`src/wpc_pkg.sv`:
```
// constants and types for the write precompensation and test-mode controller
`default_nettype none
package wpc_pkg;
  // register map
  localparam logic [31:0] WPC_CTRL_ADDR = 32'h0000_0000;
  localparam logic [31:0] WPC_STATUS_ADDR = 32'h0000_0004;
  localparam logic [31:0] WPC_WORD_MASK = 32'hFFFF_FFFC;
  localparam int WPC_CTRL_MFM_BIT = 0;
  localparam int WPC_CTRL_PTAP_LSB = 4;
  localparam logic WPC_CTRL_MFM_RESET = 1'h0;
  localparam logic [3:0] WPC_CTRL_PTAP_RESET = 4'h4;
  localparam int WPC_ST_MODE_LSB = 0;
  localparam int WPC_ST_VCOEXT_BIT = 3;
  localparam int WPC_ST_SYNC_BIT = 4;
  localparam int WPC_ST_WRITE_GATE_BIT = 5;
  localparam int WPC_ST_CNT_LSB = 8;
  localparam logic [1:0] WPC_HTRANS_NONSEQ = 2'h2;
  // synchronised pin vector positions
  localparam int WPC_IN_WDATA = 0;
  localparam int WPC_IN_EARLY = 1;
  localparam int WPC_IN_LATE = 2;
  localparam int WPC_IN_DSHIFT = 3;
  localparam int WPC_IN_WRITE_GATE = 4;
  localparam int WPC_IN_READ_GATE = 5;
  localparam int WPC_IN_PCEN = 6;
  localparam int WPC_IN_TSEL = 7;
  localparam int WPC_IN_RAW = 8;
  localparam int WPC_IN_CRG = 9;
  localparam int WPC_IN_PHASE_LOCK_FLAG = 10;
  localparam int WPC_IN_FUP = 11;
  localparam int WPC_IN_FDN = 12;
  localparam int WPC_IN_W = 13;
  // delay line taps
  localparam int WPC_DL_TAPS = 16;
  localparam logic [3:0] WPC_TAP_NOMINAL = 4'h8;
  localparam logic [3:0] WPC_TAP_ONE = 4'h1;
  localparam logic [3:0] WPC_TAP_TWO = 4'h2;
  localparam logic [1:0] WPC_SUPPRESS_AT = 2'h2;
  localparam logic [1:0] WPC_CNT_MAX = 2'h3;
  // test modes decoded from {early, late, enable}
  typedef enum logic [2:0] {
    WPC_TM_NORMAL = 3'b000,
    WPC_TM_PHASE_DET = 3'b001,
    WPC_TM_PUMP_UP_PD = 3'b010,
    WPC_TM_PUMP_UP = 3'b011,
    WPC_TM_PUMP_DN_PD = 3'b100,
    WPC_TM_PUMP_DN = 3'b101,
    WPC_TM_OPTICAL = 3'b110,
    WPC_TM_ACQ_SEQ = 3'b111
  } wpc_mode_e;
endpackage : wpc_pkg
`default_nettype wire

```
`src/wpc_ctrl.sv`:
```
// write precompensation, pulse former and test-mode control with an AHB-Lite slave
//
// The implementer's own choices: the placing of the registers and the AHB-Lite interface to the registers.
`default_nettype none
////////////////////////////////////////////////////////////////////////////////
// Functional notes
// capture write data, early, late, double shift on both write clock edges
// retime captured write inputs on one crystal clock edge
// with write gate high, write data goes through the delay line
// precomp enable low selects the nominal tap
// enabled: early picks early tap, late picks late tap, double shift sets size
// neither or both shift requests select the nominal tap
// shift is one stage, or two stages with double shift
// in MFM soft sector, the third output pulse of a write is suppressed
// sixteen equal taps span one crystal period; here each tap is one crystal clock, so the line spans sixteen
// raw read rising edge starts a pulse ended by a tap count
// reset puts every flip-flop in a known state
// write clock is crystal clock divided by two, phase set by sync
// shifts low, write gate high: enable pulse makes internal reset pulse
// reset pulse forces clocks high, clears divider, halts oscillator, pump off
// controller keeps read gate low at enable fall for plain sync
// controller holds enable high at least five crystal clocks for VCO select
// at enable fall, read gate level latches external or internal VCO
// external VCO: clock from test select, which then decodes as low
// test select low decodes early, late, enable into test modes
// acquisition mode routes composite read gate and phase lock flag out
// optical mode runs the read clock at twice the data rate
// phase detector mode puts up error on read data, down on read clock
// pump modes block data, force direction, open feedback, defeat clamp
// write gate low holds output idle and restarts the pulse count
module wpc_ctrl
  import wpc_pkg::*;
#(
  parameter int TAPS = WPC_DL_TAPS
) (
  input wire logic sys_clk, // crystal clock, 50 MHz
  input wire logic reset, // synchronous, active high
  input wire logic hsel, // slave select
  input wire logic [31:0] haddr, // byte address
  input wire logic [1:0] htrans, // transfer type
  input wire logic hwrite, // write when high
  input wire logic [2:0] hsize, // word only
  input wire logic [31:0] hwdata, // write data
  input wire logic hready, // bus ready
  output logic hreadyout, // always ready
  output logic hresp, // always okay
  output logic [31:0] hrdata, // read data
  input wire logic write_data_in, // controller write data
  input wire logic early_req, // early shift request
  input wire logic late_req, // late shift request
  input wire logic double_shift_sel, // two-stage shift
  input wire logic write_gate, // write gate
  input wire logic read_gate, // read gate
  input wire logic precomp_enable, // precompensation enable
  input wire logic test_select, // test select, high is normal
  input wire logic raw_read_in, // raw read data
  input wire logic composite_read_gate, // from acquisition sequencer
  input wire logic phase_lock_flag, // from acquisition sequencer
  input wire logic freq_up_err, // phase detector up error
  input wire logic freq_down_err, // phase detector down error
  output logic write_clock_out, // crystal clock divided by two
  output logic precomp_write_out, // precompensated write data
  output logic read_data_out, // read data or test signal
  output logic read_clock_out, // read clock or test signal
  output logic vco_external, // external VCO selected
  output logic ext_vco_clock, // VCO clock taken from test select
  output logic vco_div_clear, // clear VCO divider
  output logic ring_osc_halt, // halt ring oscillator
  output logic phase_det_reset, // reset phase detector
  output logic pump_tristate, // tristate charge pump
  output logic velocity_lock_state, // force velocity lock
  output logic pd_data_block, // block data to phase detector
  output logic pump_force_up, // constant pump up
  output logic pump_force_down, // constant pump down
  output logic pump_feedback_open, // open pump to control feedback
  output logic pump_clamp_defeat // defeat pump clamp
);

  if (TAPS != 16) begin : g_taps_check
    $error("wpc_ctrl: tap select logic serves exactly sixteen taps");
  end

  function automatic logic is_reg(input logic [31:0] addr, input logic [31:0] off);
    is_reg = (addr & WPC_WORD_MASK) == off;
  endfunction : is_reg

  ////////////////////////////////////////////////////////////////////////////
  // state
  logic [WPC_IN_W-1:0] sync1, sync2, next_sync1, next_sync2;
  logic [3:0] wr_cap, wr_rt, next_wr_cap, next_wr_rt;
  logic wdata_prev, next_wdata_prev;
  logic [1:0] pulse_cnt, next_pulse_cnt;
  logic [TAPS-1:0] dline, next_dline;
  logic [3:0] tap, next_tap;
  logic next_wout;
  logic wclk, next_wclk;
  logic [1:0] rdiv, next_rdiv;
  logic vco_ext, next_vco_ext;
  logic pcen_prev, next_pcen_prev;
  logic raw_prev, next_raw_prev;
  logic rd_pulse, next_rd_pulse;
  logic [3:0] rd_cnt, next_rd_cnt;
  logic next_rdata, next_rclk, next_sync_out, next_ext_clk;
  logic next_block, next_up, next_dn, next_fb_open, next_clamp;
  wpc_mode_e mode, next_mode;
  logic ctrl_mfm, next_ctrl_mfm;
  logic [3:0] ctrl_ptap, next_ctrl_ptap;
  logic ap_wr, next_ap_wr;
  logic [31:0] ap_addr, next_ap_addr;
  logic [31:0] next_hrdata;

  // decoded inputs
  logic wg, rg, en, e_s, l_s, tsel_eff, sync_cfg, sync_pulse, wp, suppress, raw_rise;
  logic ap_take;
  wpc_mode_e dec_mode;

  assign hreadyout = 1'b1;
  assign hresp = 1'b0;

  ////////////////////////////////////////////////////////////////////////////
  // next-state logic
  always_comb begin
    next_sync1 = {freq_down_err, freq_up_err, phase_lock_flag, composite_read_gate,
                  raw_read_in, test_select, precomp_enable, read_gate, write_gate,
                  double_shift_sel, late_req, early_req, write_data_in};
    next_sync2 = sync1;
    wg = sync2[WPC_IN_WRITE_GATE];
    rg = sync2[WPC_IN_READ_GATE];
    en = sync2[WPC_IN_PCEN];
    e_s = sync2[WPC_IN_EARLY];
    l_s = sync2[WPC_IN_LATE];
    // sys_clk sees every edge of the divided write clock, so sampling each cycle
    // takes both write clock edges
    next_wr_cap = {sync2[WPC_IN_DSHIFT], l_s, e_s, sync2[WPC_IN_WDATA]};
    next_wr_rt = wr_cap;
    // once the external VCO is latched the test select pin carries its clock
    tsel_eff = sync2[WPC_IN_TSEL] & ~vco_ext;
    sync_cfg = ~e_s & ~l_s & wg;
    sync_pulse = sync_cfg & en;
    next_pcen_prev = en;
    next_vco_ext = vco_ext;
    if (pcen_prev && !en && sync_cfg) begin
      next_vco_ext = rg;
    end
    // test mode decode
    dec_mode = WPC_TM_NORMAL;
    if (!tsel_eff) begin
      unique case ({e_s, l_s, en})
        3'b000: dec_mode = WPC_TM_PHASE_DET;
        3'b001: dec_mode = wg ? WPC_TM_NORMAL : WPC_TM_ACQ_SEQ;
        3'b010: dec_mode = WPC_TM_PUMP_UP_PD;
        3'b011: dec_mode = WPC_TM_PUMP_UP;
        3'b100: dec_mode = WPC_TM_PUMP_DN_PD;
        3'b101: dec_mode = WPC_TM_PUMP_DN;
        3'b110: dec_mode = WPC_TM_OPTICAL;
        3'b111: dec_mode = WPC_TM_NORMAL;
      endcase
    end
    next_mode = dec_mode;
    // write path
    next_wdata_prev = wr_rt[0];
    wp = wr_rt[0] & ~wdata_prev;
    suppress = ctrl_mfm & wp & (pulse_cnt == WPC_SUPPRESS_AT);
    next_pulse_cnt = pulse_cnt;
    if (!wg) begin
      next_pulse_cnt = 2'h0;
    end else if (wp && pulse_cnt != WPC_CNT_MAX) begin
      next_pulse_cnt = pulse_cnt + 2'h1;
    end
    next_tap = tap;
    if (wp) begin
      if (!en || (wr_rt[1] == wr_rt[2])) begin
        next_tap = WPC_TAP_NOMINAL;
      end else if (wr_rt[1]) begin
        next_tap = WPC_TAP_NOMINAL - (wr_rt[3] ? WPC_TAP_TWO : WPC_TAP_ONE);
      end else begin
        next_tap = WPC_TAP_NOMINAL + (wr_rt[3] ? WPC_TAP_TWO : WPC_TAP_ONE);
      end
    end
    // each stage is one sixteenth of the line; tap picks the output stage
    next_dline = {dline[TAPS-2:0], wp & wg & ~suppress};
    next_wout = wg & dline[tap];
    // pulse former: width set by a tap count, not by the input pulse
    next_raw_prev = sync2[WPC_IN_RAW];
    raw_rise = sync2[WPC_IN_RAW] & ~raw_prev;
    next_rd_pulse = rd_pulse;
    next_rd_cnt = rd_cnt;
    if (raw_rise) begin
      next_rd_pulse = 1'b1;
      next_rd_cnt = ctrl_ptap;
    end else if (rd_pulse) begin
      if (rd_cnt == 4'h0) begin
        next_rd_pulse = 1'b0;
      end else begin
        next_rd_cnt = rd_cnt - 4'h1;
      end
    end
    // clocks
    next_wclk = sync_pulse ? 1'b1 : ~wclk;
    next_rdiv = sync_pulse ? 2'h3 : rdiv + 2'h1;
    next_rdata = rd_pulse;
    next_rclk = rdiv[1];
    unique case (dec_mode)
      WPC_TM_OPTICAL: next_rclk = rdiv[0];
      WPC_TM_PHASE_DET, WPC_TM_PUMP_UP_PD, WPC_TM_PUMP_DN_PD: begin
        next_rdata = sync2[WPC_IN_FUP];
        next_rclk = sync2[WPC_IN_FDN];
      end
      WPC_TM_ACQ_SEQ: begin
        next_rdata = sync2[WPC_IN_CRG];
        next_rclk = sync2[WPC_IN_PHASE_LOCK_FLAG];
      end
      WPC_TM_NORMAL, WPC_TM_PUMP_UP, WPC_TM_PUMP_DN: begin
        next_rdata = rd_pulse;
        next_rclk = rdiv[1];
      end
    endcase
    if (sync_pulse) begin
      next_rclk = 1'b1;
    end
    next_sync_out = sync_pulse;
    next_ext_clk = vco_ext & sync2[WPC_IN_TSEL];
    next_up = (dec_mode == WPC_TM_PUMP_UP) || (dec_mode == WPC_TM_PUMP_UP_PD);
    next_dn = (dec_mode == WPC_TM_PUMP_DN) || (dec_mode == WPC_TM_PUMP_DN_PD);
    next_block = next_up | next_dn;
    next_fb_open = next_block | vco_ext | sync_pulse;
    next_clamp = next_block | vco_ext | sync_pulse;
    // bus slave: writes land in the data phase, reads are set up at address phase
    ap_take = hsel & hready & (htrans == WPC_HTRANS_NONSEQ);
    next_ap_wr = ap_take & hwrite;
    next_ap_addr = ap_take ? haddr : ap_addr;
    next_ctrl_mfm = ctrl_mfm;
    next_ctrl_ptap = ctrl_ptap;
    if (ap_wr && is_reg(ap_addr, WPC_CTRL_ADDR)) begin
      next_ctrl_mfm = hwdata[WPC_CTRL_MFM_BIT];
      next_ctrl_ptap = hwdata[WPC_CTRL_PTAP_LSB +: 4];
    end
    next_hrdata = 32'h0000_0000;
    if (ap_take && !hwrite) begin
      if (is_reg(haddr, WPC_CTRL_ADDR)) begin
        next_hrdata[WPC_CTRL_MFM_BIT] = ctrl_mfm;
        next_hrdata[WPC_CTRL_PTAP_LSB +: 4] = ctrl_ptap;
      end else if (is_reg(haddr, WPC_STATUS_ADDR)) begin
        next_hrdata[WPC_ST_MODE_LSB +: 3] = mode;
        next_hrdata[WPC_ST_VCOEXT_BIT] = vco_ext;
        next_hrdata[WPC_ST_SYNC_BIT] = vco_div_clear;
        next_hrdata[WPC_ST_WRITE_GATE_BIT] = wg;
        next_hrdata[WPC_ST_CNT_LSB +: 2] = pulse_cnt;
      end
    end
  end

  ////////////////////////////////////////////////////////////////////////////
  // registers
  always_ff @(posedge sys_clk) begin
    if (reset) begin
      sync1 <= '0;
      sync2 <= '0;
      wr_cap <= 4'h0;
      wr_rt <= 4'h0;
      wdata_prev <= 1'b0;
      pulse_cnt <= 2'h0;
      dline <= '0;
      tap <= WPC_TAP_NOMINAL;
      precomp_write_out <= 1'b0;
      wclk <= 1'b0;
      rdiv <= 2'h0;
      vco_ext <= 1'b0;
      pcen_prev <= 1'b0;
      raw_prev <= 1'b0;
      rd_pulse <= 1'b0;
      rd_cnt <= 4'h0;
      mode <= WPC_TM_NORMAL;
      read_data_out <= 1'b0;
      read_clock_out <= 1'b0;
      vco_div_clear <= 1'b0;
      ext_vco_clock <= 1'b0;
      pd_data_block <= 1'b0;
      pump_force_up <= 1'b0;
      pump_force_down <= 1'b0;
      pump_feedback_open <= 1'b0;
      pump_clamp_defeat <= 1'b0;
      ctrl_mfm <= WPC_CTRL_MFM_RESET;
      ctrl_ptap <= WPC_CTRL_PTAP_RESET;
      ap_wr <= 1'b0;
      ap_addr <= 32'h0000_0000;
      hrdata <= 32'h0000_0000;
    end else begin
      sync1 <= next_sync1;
      sync2 <= next_sync2;
      wr_cap <= next_wr_cap;
      wr_rt <= next_wr_rt;
      wdata_prev <= next_wdata_prev;
      pulse_cnt <= next_pulse_cnt;
      dline <= next_dline;
      tap <= next_tap;
      precomp_write_out <= next_wout;
      wclk <= next_wclk;
      rdiv <= next_rdiv;
      vco_ext <= next_vco_ext;
      pcen_prev <= next_pcen_prev;
      raw_prev <= next_raw_prev;
      rd_pulse <= next_rd_pulse;
      rd_cnt <= next_rd_cnt;
      mode <= next_mode;
      read_data_out <= next_rdata;
      read_clock_out <= next_rclk;
      vco_div_clear <= next_sync_out;
      ext_vco_clock <= next_ext_clk;
      pd_data_block <= next_block;
      pump_force_up <= next_up;
      pump_force_down <= next_dn;
      pump_feedback_open <= next_fb_open;
      pump_clamp_defeat <= next_clamp;
      ctrl_mfm <= next_ctrl_mfm;
      ctrl_ptap <= next_ctrl_ptap;
      ap_wr <= next_ap_wr;
      ap_addr <= next_ap_addr;
      hrdata <= next_hrdata;
    end
  end

  // the halt, phase detector reset, tristate and velocity lock effects come from one flop so they rise and fall together
  assign ring_osc_halt = vco_div_clear;
  assign phase_det_reset = vco_div_clear;
  assign pump_tristate = vco_div_clear;
  assign velocity_lock_state = vco_div_clear;
  assign write_clock_out = wclk;
  assign vco_external = vco_ext;
endmodule : wpc_ctrl
`default_nettype wire

```
`config.mk`:
```
export PLATFORM = sky130hd
export DESIGN_NAME = wpc_ctrl
export DESIGN_NICKNAME = d
export VERILOG_FILES = /design/src/wpc_pkg.sv /design/src/wpc_ctrl.sv
export SDC_FILE = /design/constraint.sdc
export NUM_CORES = 1
export LEC_CHECK = 0
export BUFFER_PORTS_ARGS = -buffer_cell sky130_fd_sc_hd__buf_2
export CAP_MARGIN = 20
export CELL_PAD_IN_SITES_DETAIL_PLACEMENT = 1
export CELL_PAD_IN_SITES_GLOBAL_PLACEMENT = 1
export CORE_MARGIN = 2
export CORE_UTILIZATION = 40
export DETAILED_ROUTE_END_ITERATION = 8
export GPL_TIMING_DRIVEN = 0
export PLACE_DENSITY = 0.82
export SYNTH_ARGS = -nofsm -noshare
export SYNTH_HDL_FRONTEND = slang
export SYNTH_SLANG_ARGS = --single-unit
```
`constraint.sdc`:
```
create_clock -name sys_clk -period 2.7 [get_ports sys_clk]
set_clock_uncertainty 0.1 [all_clocks]
set_input_delay 0.405 -clock sys_clk [delete_from_list [all_inputs] [get_ports sys_clk]]
set_output_delay 0.405 -clock sys_clk [all_outputs]
set_load 0.005 [all_outputs]
```
==> impl_results.md, run 1 <==
- Setup TNS: 0 ns
- Post-route ant nets: 0
- Final count of pins violating max slew: 0
- Max Cap Viol: 0
- DRC: 0
- CP endpoint: ctrl_ptap[2]
- CP Launch Type: flop
- Worst min path class: primary input to flop
- Dpl ws: between 0.2 and 0.3 ns
- Ports: ~140
- TritonCTS Buffers: 17
- First-pass GRT wire length: 19200 um
- Yosys reg bits: roughly 130
- Mapped Area: ~4600 um^2
- CP endpoint kind: flop
- Post-synthesis cell count: between 400 and 500
- RR Startpoint: ap_addr[5]
- Reg2reg setup slack: around 0.59 ns
- Clk sinks: 126
- Clk_lat worst skew: between 0.4 and 0.5 ns
- Tot Pwr: ~4500 uW
- RSZ-0062 raised after global routing: false
- Post-route insts no fill: around 750
- # nets final: a little under 700
- H-tree Lvls: 4
- Port Buf Inserts: 79
- GRT overflow: 0
- Critical Path AT: between 2 and 2.5 ns
- Vias: about 3700
- Min Tclk post-route: 2.11 ns
- Yosys cell types: 45
- GRT Total Usage: 0.196
- Syn Area/Cell: between 9 and 10 um^2
- Most used DFF post-synth: dfxtp_1
- Height of the die: 112 um
- Final hold vios: 0
- Sequential cell area: between 2000 and 3000 um^2
- Worst reg2reg endpoint: ctrl_ptap[2]
- Wire length per cell: 15.9 um
- Hold Buf Count CTS: 0
- Global placer's final weighted congestion: 0.763
- Core box area: 11400 um^2
- Initial antenna violation count: 0
- PwrDens: around 760 nW/um^2
- Root Buffer: clkbuf_16
- Drt via density: roughly 4.9
- Cell Count Post-Placement: just over 700
- VDD IR max: about 0.4 mV
- Bufs on Longest Clock Path: 2
- Pre-antenna DRT Iters: 4
- Layout overhead on the synthesized area: 27.2%
- DR iter-0 viols: ~130
- Crit Path Max Fanout: 6
- Number of flops mapped to enable cells by yosys: 0
- Period Utilization, post-route: 0.781
- CTS tree: yes
- Pin count of the biggest net entering global routing: 17
- FMAX: around 0.47 GHz
- Post-synthesis sequential area ratio: 0.544
- Critical Path Source: ap_addr[5]
- Clk slew on worst S/H paths: 0.06 ns
- Async set or reset register ratio after synthesis: 0
- Crit path cell chain: nor4_1 > nand4_1 > nor2_1 > nor2b_1 > a211o_1
- Fill cells: approximately 1300
- Count of final setup violators: 0
- Initial cell density of the core: 0.408
- Worst slew margin: 0.378
- Vias in the first global route: ~4000
- Chip width: between 100 and 150 um
- Total number of yosys warnings: 0
- Crit Path Class: flop to flop
- Resized cells post-CTS: 0
- CP max stage delay: a little under 0.6 ns
- Final Worst Setup Slack: between 0.5 and 0.6 ns
- Buffer count from post-CTS setup fixing: 0
- Die area: between 10000 and 15000 um^2
- Pleak: between 0.002 and 0.0025 uW
- Worst path required time: ~2.9 ns
- Worst Tran Pin Value: around 0.93 ns
- Layout cells sized above 1: 0.249
- Row count: 39
- Status: completed
- Worst path slowest cell: nor2_1
- Reg2Reg Depth: 5
- Area occupied by multi-input gates: ~1800 um^2
- Detail Placement HPWL: 8580 um
- ANT cells: 0
- WL final: about 12000 um
critical path: cells and delay by family (launching register included):
kind | cells | cell delay [ns]
AO/OA/AOI/OAI | 1 | 0.30
flip-flops | 1 | 0.31
AND/OR/NAND/NOR | 4 | 1.27
per-layer routing:
metal,up-vias,GRT usage,part of all wire
met5,-,0,0
met1,1771,0.209,0.40
met2,96,0.361,0.53
met4,0,0.0683,0.012
met3,14,0.0626,0.053
li1,1771,-,-
per-stage QoR:
stage	hold slack, ns	area (um^2)	util
CTS	0.0926	5890	0.518
detailed placement	0.327	5290	0.466
global placement	0.317	5290	0.466
floorplan	0.314	4720	-
global route	0.104	5890	0.518
finish	0.103	5890	0.518
registers in the layout (all words and copies together), names as in the netlist, 2 cells and up:
| name | count |
|---|---|
| dline | 16 |
| rdiv | 2 |
| next_sync2 | 13 |
| pulse_cnt | 2 |
| sync2 | 13 |
| ap_addr | 30 |
| tap | 4 |
| ctrl_ptap | 4 |
| hrdata | 10 |
| wr_rt | 4 |
| next_wr_rt | 4 |
| mode | 3 |
| rd_cnt | 4 |
cells by family (layout without fill, tap and decap cells):
group | Yosys count | after routing | synth area share
AO/OA/AOI/OAI | 58 | 58 | 0.0780
adder cells (fa/ha/maj) | 3 | 3 | 0.00810
multiplexers | 17 | 17 | 0.0505
flip-flops | 126 | 126 | 0.544
XOR/XNOR | 8 | 8 | 0.0167
other | 2 | 24 | 0.00162
AND/OR/NAND/NOR | 201 | 201 | 0.225
buffers and inverters | 58 | 169 | 0.0758
cells in the mapped netlist, types with 2 or more instances:
master,instances,area [um^2]
dfxtp_1,126,2520
nand2_1,68,255
nor2b_1,61,382
a21oi_1,39,195
buf_4,29,218
nor2_1,26,97.6
clkbuf_1,17,63.8
nor4_1,14,87.6
mux2i_1,11,110
a211oi_1,5,37.5
and3_1,5,31.3
mux4_2,5,113
nand2b_1,5,31.3
nand4_1,5,31.3
xnor2_1,5,43.8
inv_1,4,15.0
o21ai_0,4,20.0
and2_1,3,18.8
buf_1,3,11.3
buf_6,3,33.8
ha_1,3,37.5
buf_2,2,10.0
conb_1,2,7.51
nand3_1,2,10.0
nand4b_1,2,17.5
nor3_1,2,10.0
nor3b_1,2,15.0
o31a_1,2,17.5
xor2_1,2,17.5
cells in the final DEF, fill, tap and decap left out, types with 3 or more instances in the layout:
cell type     n
buf_1         3
o21ai_0       4
dfxtp_1     126
buf_6         3
a211oi_1      5
nor2b_1      61
clkbuf_16    17
clkinvlp_4    5
buf_4        29
nor4_1       14
mux2i_1      11
mux4_2        5
a21oi_1      39
and2_1        3
and3_1        5
nand4_1       5
xnor2_1       5
clkbuf_1     20
nand2b_1      5
conb_1       24
nand2_1      68
ha_1          3
bufinv_16     3
inv_1         4
buf_2        81
nor2_1       26
worst min-delay path by stage:
stage / cells past startpoint / endpoint / start / slack [ns]
3_3_place_gp: 1 / sync2[1] / next_sync2[1] / 0.32
3_5_place_dp: 1 / sync2[9] / next_sync2[9] / 0.33
2_1_floorplan: 1 / next_wr_rt[0] / sync2[0] / 0.31
4_1_cts: 2 / next_sync2[2] / late_req / 0.09
5_1_grt: 2 / next_sync2[2] / late_req / 0.10
6_report: 2 / next_sync2[2] / late_req / 0.10
report_power, final:
group | total (uW) | leakage, uW | internal [uW] | switching [uW]
sequential | 1930 | 0.00103 | 1910 | 23.8
combinational | 249 | 0.00116 | 115 | 134
clock | 2300 | 0.000278 | 1500 | 805
total | 4480 | 0.00247 | 3520 | 963
area by class of cell:
class | count | area share
Buffer | 54 | 0.0571
Clock buffer | 22 | 0.0788
Clock inverter | 10 | 0.0233
Inverter | 4 | 0.00255
Multi-Input combinational cell | 311 | 0.313
Sequential cell | 126 | 0.428
Tap cell | 143 | 0.0304
Timing Repair Buffer | 79 | 0.0671
Power figures use the tool's default switching activity.
==> run 2: changes to the inputs <==
--- a/config.mk
+++ b/config.mk
@@ -10,10 +10,10 @@
 export CELL_PAD_IN_SITES_DETAIL_PLACEMENT = 1
 export CELL_PAD_IN_SITES_GLOBAL_PLACEMENT = 1
 export CORE_MARGIN = 2
-export CORE_UTILIZATION = 40
+export CORE_UTILIZATION = 38
 export DETAILED_ROUTE_END_ITERATION = 8
 export GPL_TIMING_DRIVEN = 0
-export PLACE_DENSITY = 0.82
+export PLACE_DENSITY = 0.78
 export SYNTH_ARGS = -nofsm -noshare
 export SYNTH_HDL_FRONTEND = slang
 export SYNTH_SLANG_ARGS = --single-unit
==> constraint.sdc (replaced) <==
create_clock -name sys_clk -period 2.09 [get_ports sys_clk]
set_clock_uncertainty 0.1 [all_clocks]
set_input_delay 0.3135 -clock sys_clk [delete_from_list [all_inputs] [get_ports sys_clk]]
set_output_delay 0.3135 -clock sys_clk [all_outputs]
set_load 0.005 [all_outputs]
==> run 2 against run 1 <==
Design area rose by 0.25%. Via count fell by 2.2%. Critical endpoint unchanged. Routed wire length fell by 6.1%. Fmax rose by 5.4%. Clock power rose by 29%. Count of clock-buffer cells in the layout fell by 2. Setup slack got worse by 0.50 ns. Die area rose by 5.1%. Total power rose by 29%. Critical path depth did not move. Sequential share of layout area fell by 0.11 points. Critical path type unchanged.
==> impl_results.md, run 2 (synthesized netlist as in run 1, its figures left out) <==
- Drt via density: 4.75
- Worst min path class: primary input to flop
- GRT Total Usage: 0.184
- CP max stage delay: 0.49 ns
- Fill cells: 1347
- Min Tclk post-route: 2.00 ns
- Final hold vios: 0
- Core box area: roughly 12000 um^2
- CP endpoint kind: flop
- Root Buffer: clkbuf_16
- Most frequent cells in the layout: 126 x dfxtp_1, 81 x buf_2, 68 x nand2_1, 61 x nor2b_1, 39 x a21oi_1
- Global placer's final weighted congestion: 0.827
- Crit path buffers/inverters: 0
- Detail Placement HPWL: a little over 8000 um
- # nets final: 683
- Worst slew margin: 0.515
- Biggest regs: ap_addr (30), dline (16)
- H-tree Lvls: 4
- First-pass GRT wire length: 18200 um
- Layout overhead on the synthesized area: 27.5%
- FMAX: 0.500 GHz
- ANT cells: 0
- WL final: around 11000 um
- Vias in the first global route: roughly 3800
- Chip width: approximately 110 um
- Final count of pins violating max slew: 0
- Clk slew on worst S/H paths: about 0.050 ns
- Crit Path Max Fanout: 6
- Crit Path Class: flop to flop
- CP Launch Type: flop
- Met2 Use GR: 0.327
- Pin count of the biggest net entering global routing: 17
- Initial antenna violation count: 0
- Post-route insts no fill: between 700 and 800
- Initial cell density of the core: 0.388
- Post-route ant nets: 0
- GRT overflow: 0
- Layout cells sized above 1: 0.256
- M3 GR Usage: 0.0450
- Period Utilization, post-route: 0.957
- Die area: around 13000 um^2
- PwrDens: roughly 1000 nW/um^2
- Buffer count from post-CTS setup fixing: 0
- Pleak: 0.00248 uW
- Worst path slowest cell: nor4b_1
- M1 GR Usage: 0.206
- CP top delay family: simple AND/OR/NAND/NOR gates
- Max reg flops: 30
- Bufs on Longest Clock Path: 2
- Row count: 40
- VDD IR max: ~0.51 mV
- Commonest non-fill, non-tap cell in the layout: dfxtp_1
- Pre-antenna DRT Iters: 4
- Critical Path AT: around 2.2 ns
- GRT busiest layer: met2
- RSZ-0062 raised after global routing: false
- Count of final setup violators: 0
- Worst path required time: between 2 and 2.5 ns
- Height of the die: around 110 um
- DRC: 0
- Crit path cell chain: nor4b_1 > nand4_1 > nor2_2 > nor2b_1 > a211o_1
- Worst Tran Pin Value: ~0.72 ns
- Max Cap Viol: 0
- Ports: between 100 and 150
- Top reg by flops: ap_addr
- Clk_lat worst skew: between 0.4 and 0.5 ns
- Hold Buf Count CTS: 0
- DR iter-0 viols: a little under 90
- Setup TNS: 0 ns
- Status: completed
- CTS tree: yes
- Port Buf Inserts: 79
- Clk sinks: approximately 130
- Vias: approximately 3600
- Cell Count Post-Placement: between 700 and 800
- Wire length per cell: approximately 15 um
- TritonCTS Buffers: 17
- Final core utilization: 0.494
[run 2: final timing paths]
| check | depth (start not counted) | start | to | slack (ns) |
|---|---|---|---|---|
| worst max register to register | 5 | ap_addr[2] | ctrl_ptap[2] | 0.09 |
| worst min-delay path | 2 | hwdata[6] | ctrl_ptap[2] | 0.006 |
| worst max-delay path | 5 | ap_addr[2] | ctrl_ptap[2] | 0.09 |
| worst min register to register | 1 | write_clock_out | write_clock_out | 0.33 |
[run 2: where the power goes]
part	total (uW)	switching (uW)	internal (uW)	leakage, uW
combinational	321	172	150	0.00116
sequential	2500	30.4	2470	0.00103
clock	2970	1020	1950	0.000290
[run 2: metrics by stage]
stage	hold slack [ns]	power [uW]	instance area (um^2)	setup WS [ns]
after floorplan	0.314	2740	4720	0.352
after global placement	0.317	2850	5300	-0.120
after detailed placement	0.324	2860	5300	-0.125
after CTS	0.000231	5830	5910	0.0207
after global routing	0.00657	6000	5910	0.00894
final	0.00582	5790	5910	0.0898
[run 2: what timing repair did]
item | 4_1_cts | 5_1_grt
resized for setup | 1 | 2
endpoints found under the setup margin | 1 | 1
hold endpoints to repair | 0 | 0
[run 2: final cells by class]
class                   count  area [um^2]  area share
clock buffers              20          467      0.0790
well taps                 147          184      0.0311
inverters                   4         15.0     0.00254
multi-input cells         311         1850       0.313
repair buffers             79          395      0.0669
plain buffers              54          337      0.0570
clock inverters            11          140      0.0237
flip-flops and latches    126         2520       0.427
[run 2: worst register-to-register path: cells and delay by family (launching register included)]
kind / cells / cell delay (ns)
AO/OA/AOI/OAI: 1 / 0.27
flip-flops: 1 / 0.31
AND/OR/NAND/NOR: 4 / 1.22
[run 2: layer usage]
layer	share of wire	routed length, um
met1	0.43	4800
met2	0.50	5600
met3	0.047	531
met4	0.025	275
met5	0	0
==> run 3: changes to the inputs <==
--- a/config.mk
+++ b/config.mk
@@ -10,10 +10,11 @@
 export CELL_PAD_IN_SITES_DETAIL_PLACEMENT = 1
 export CELL_PAD_IN_SITES_GLOBAL_PLACEMENT = 1
 export CORE_MARGIN = 2
-export CORE_UTILIZATION = 38
+export CORE_UTILIZATION = 41
 export DETAILED_ROUTE_END_ITERATION = 8
 export GPL_TIMING_DRIVEN = 0
-export PLACE_DENSITY = 0.78
+export HOLD_SLACK_MARGIN = 0.02
+export PLACE_DENSITY = 0.84
 export SYNTH_ARGS = -nofsm -noshare
 export SYNTH_HDL_FRONTEND = slang
 export SYNTH_SLANG_ARGS = --single-unit
==> constraint.sdc (replaced) <==
create_clock -name sys_clk -period 2.53 [get_ports sys_clk]
set_clock_uncertainty 0.1 [all_clocks]
set_input_delay 0.3795 -clock sys_clk [delete_from_list [all_inputs] [get_ports sys_clk]]
set_output_delay 0.3795 -clock sys_clk [all_outputs]
set_load 0.005 [all_outputs]
==> run 3 against run 2 <==
Via count rose by 1.2%. Critical endpoint is now read_data_out. Routed wire length rose by 7.9%. Count of clock-buffer cells in the layout did not move. Critical path type unchanged.
==> impl_results.md, run 3 (synthesized netlist as in run 1, its figures left out) <==
- Vias in the first global route: roughly 3800
- Sequential cell area: approximately 2500 um^2
- Setup TNS: 0 ns
- Initial cell density of the core: 0.424
- Root Buffer: clkbuf_16
- TritonCTS Buffers: 17
- Max reg flops: 30
- Min Tclk post-route: roughly 2.0 ns
- Wire length per cell: around 16 um
- Initial antenna violation count: 0
- Reg2reg setup slack: 0.54 ns
- Core box area: around 11000 um^2
- Fill cells: 1300
- RR Startpoint: vco_external
- Die area: between 10000 and 15000 um^2
- Post-route ant nets: 0
- WL final: between 10000 and 15000 um
- Crit Path Max Fanout: 7
- Max Cap Viol: 0
- Ports: 137
- GRT Total Usage: 0.209
- Hold wc startpoint: freq_down_err
- # nets final: 683
- CP top delay family: compound AO/OA/AOI/OAI gates
- Final core utilization: 0.542
- Height of the die: between 100 and 150 um
- Pleak: about 0.0025 uW
- Chip width: approximately 110 um
- Worst path slowest cell: dfxtp_1
- GRT overflow: 0
- Worst Tran Pin Value: between 0.9 and 1 ns
- H-tree Lvls: 4
- CTS tree: yes
- Worst path required time: 2.71 ns
- ANT cells: 0
- DR iter-0 viols: between 100 and 150
- Drt via density: approximately 4.8
- Final count of pins violating max slew: 0
- Hold Buf Count CTS: 0
- Count of final setup violators: 0
- Reg2Reg Depth: 5
- Vias: approximately 3600
- Final hold vios: 0
- Row count: 38
- Layout cells sized above 1: 0.251
- Clk_lat worst skew: slightly above 0.4 ns
- WHS Path Cells: 2
- First-pass GRT wire length: 19000 um
- Port Buf Inserts: 79
- CP max stage delay: between 0.4 and 0.5 ns
- Worst min path class: primary input to flop
- PwrDens: around 830 nW/um^2
- End point of the worst hold path: next_sync2[12]
- FMAX: approximately 0.50 GHz
- Worst reg2reg endpoint: read_data_out
- Period Utilization, post-route: 0.786
- Most frequent cells in the layout: 126 x dfxtp_1, 81 x buf_2, 68 x nand2_1, 61 x nor2b_1, 39 x a21oi_1
- Clk sinks: around 130
- Pre-antenna DRT Iters: 4
- Top reg by flops: ap_addr
- Commonest non-fill, non-tap cell in the layout: dfxtp_1
- Buffer count from post-CTS setup fixing: 0
- Area occupied by multi-input gates: about 1800 um^2
- CP endpoint kind: flop
- Pin count of the biggest net entering global routing: 17
- Worst slew margin: 0.372
- RSZ-0062 raised after global routing: false
- VDD IR max: between 0.4 and 0.5 mV
- Crit Path Class: flop to flop
- Global placer's final weighted congestion: about 0.84
- Detail Placement HPWL: ~8200 um
- Clk slew on worst S/H paths: around 0.060 ns
- Crit path buffers/inverters: 0
- DRC: 0
- Crit path cell chain: nand2b_1 > o211ai_2 > xor2_2 > nor3b_1 > a2111oi_1
- Critical Path AT: 2.17 ns
- Resized cells post-CTS: 0
- CP Launch Type: flop
- Status: completed
- Bufs on Longest Clock Path: 2
- Layout overhead on the synthesized area: 27.7%
- Biggest regs: ap_addr (30), dline (16)
run 3: worst max path at each step:
stage                       from                end  slack, ns  depth (start not counted)
floorplan                 tap[0]  precomp_write_out       0.79                          4
global placement        haddr[6]          hrdata[7]       0.14                          6
detailed placement     haddr[15]          hrdata[7]       0.11                          6
CTS                   ap_addr[2]       ctrl_ptap[2]       0.52                          5
global route        vco_external      read_data_out       0.37                          5
finish              vco_external      read_data_out       0.54                          5
run 3: layout make-up:
type / count / share of cell area
buffer: 54 / 0.0568
inverter: 4 / 0.00254
clock inverter: 12 / 0.0315
timing repair buffer: 79 / 0.0668
tap: 140 / 0.0296
clock buffer: 20 / 0.0754
multi-input combinational: 311 / 0.311
sequential: 126 / 0.426
run 3: per-layer routing:
layer	global-route usage	wire (um)	vias to the layer above	part of all wire
met5	0	0	-	0
met1	0.236	5090	1733	0.42
met2	0.391	6350	93	0.52
li1	-	-	1776	-
met4	0.0634	144	0	0.012
met3	0.0447	515	12	0.043
run 3: through the flow:
step / hold WS, ns / std cells / cell area, um^2 / worst slack (ns) / total power [uW]
2_1_floorplan: 0.314 / 495 / 4720 / 0.792 / 2260
3_3_place_gp: 0.317 / 714 / 5290 / 0.143 / 2350
3_5_place_dp: 0.327 / 714 / 5290 / 0.110 / 2360
4_1_cts: 0.0726 / 746 / 5920 / 0.524 / 4960
5_1_grt: 0.0808 / 746 / 5920 / 0.368 / 5090
6_report: 0.0719 / 746 / 5920 / 0.542 / 4940
run 3: where the power goes:
group          switching (uW)  leakage, uW  internal [uW]
sequential               27.5      0.00103           2040
combinational             144      0.00116            123
clock                     924     0.000297           1680
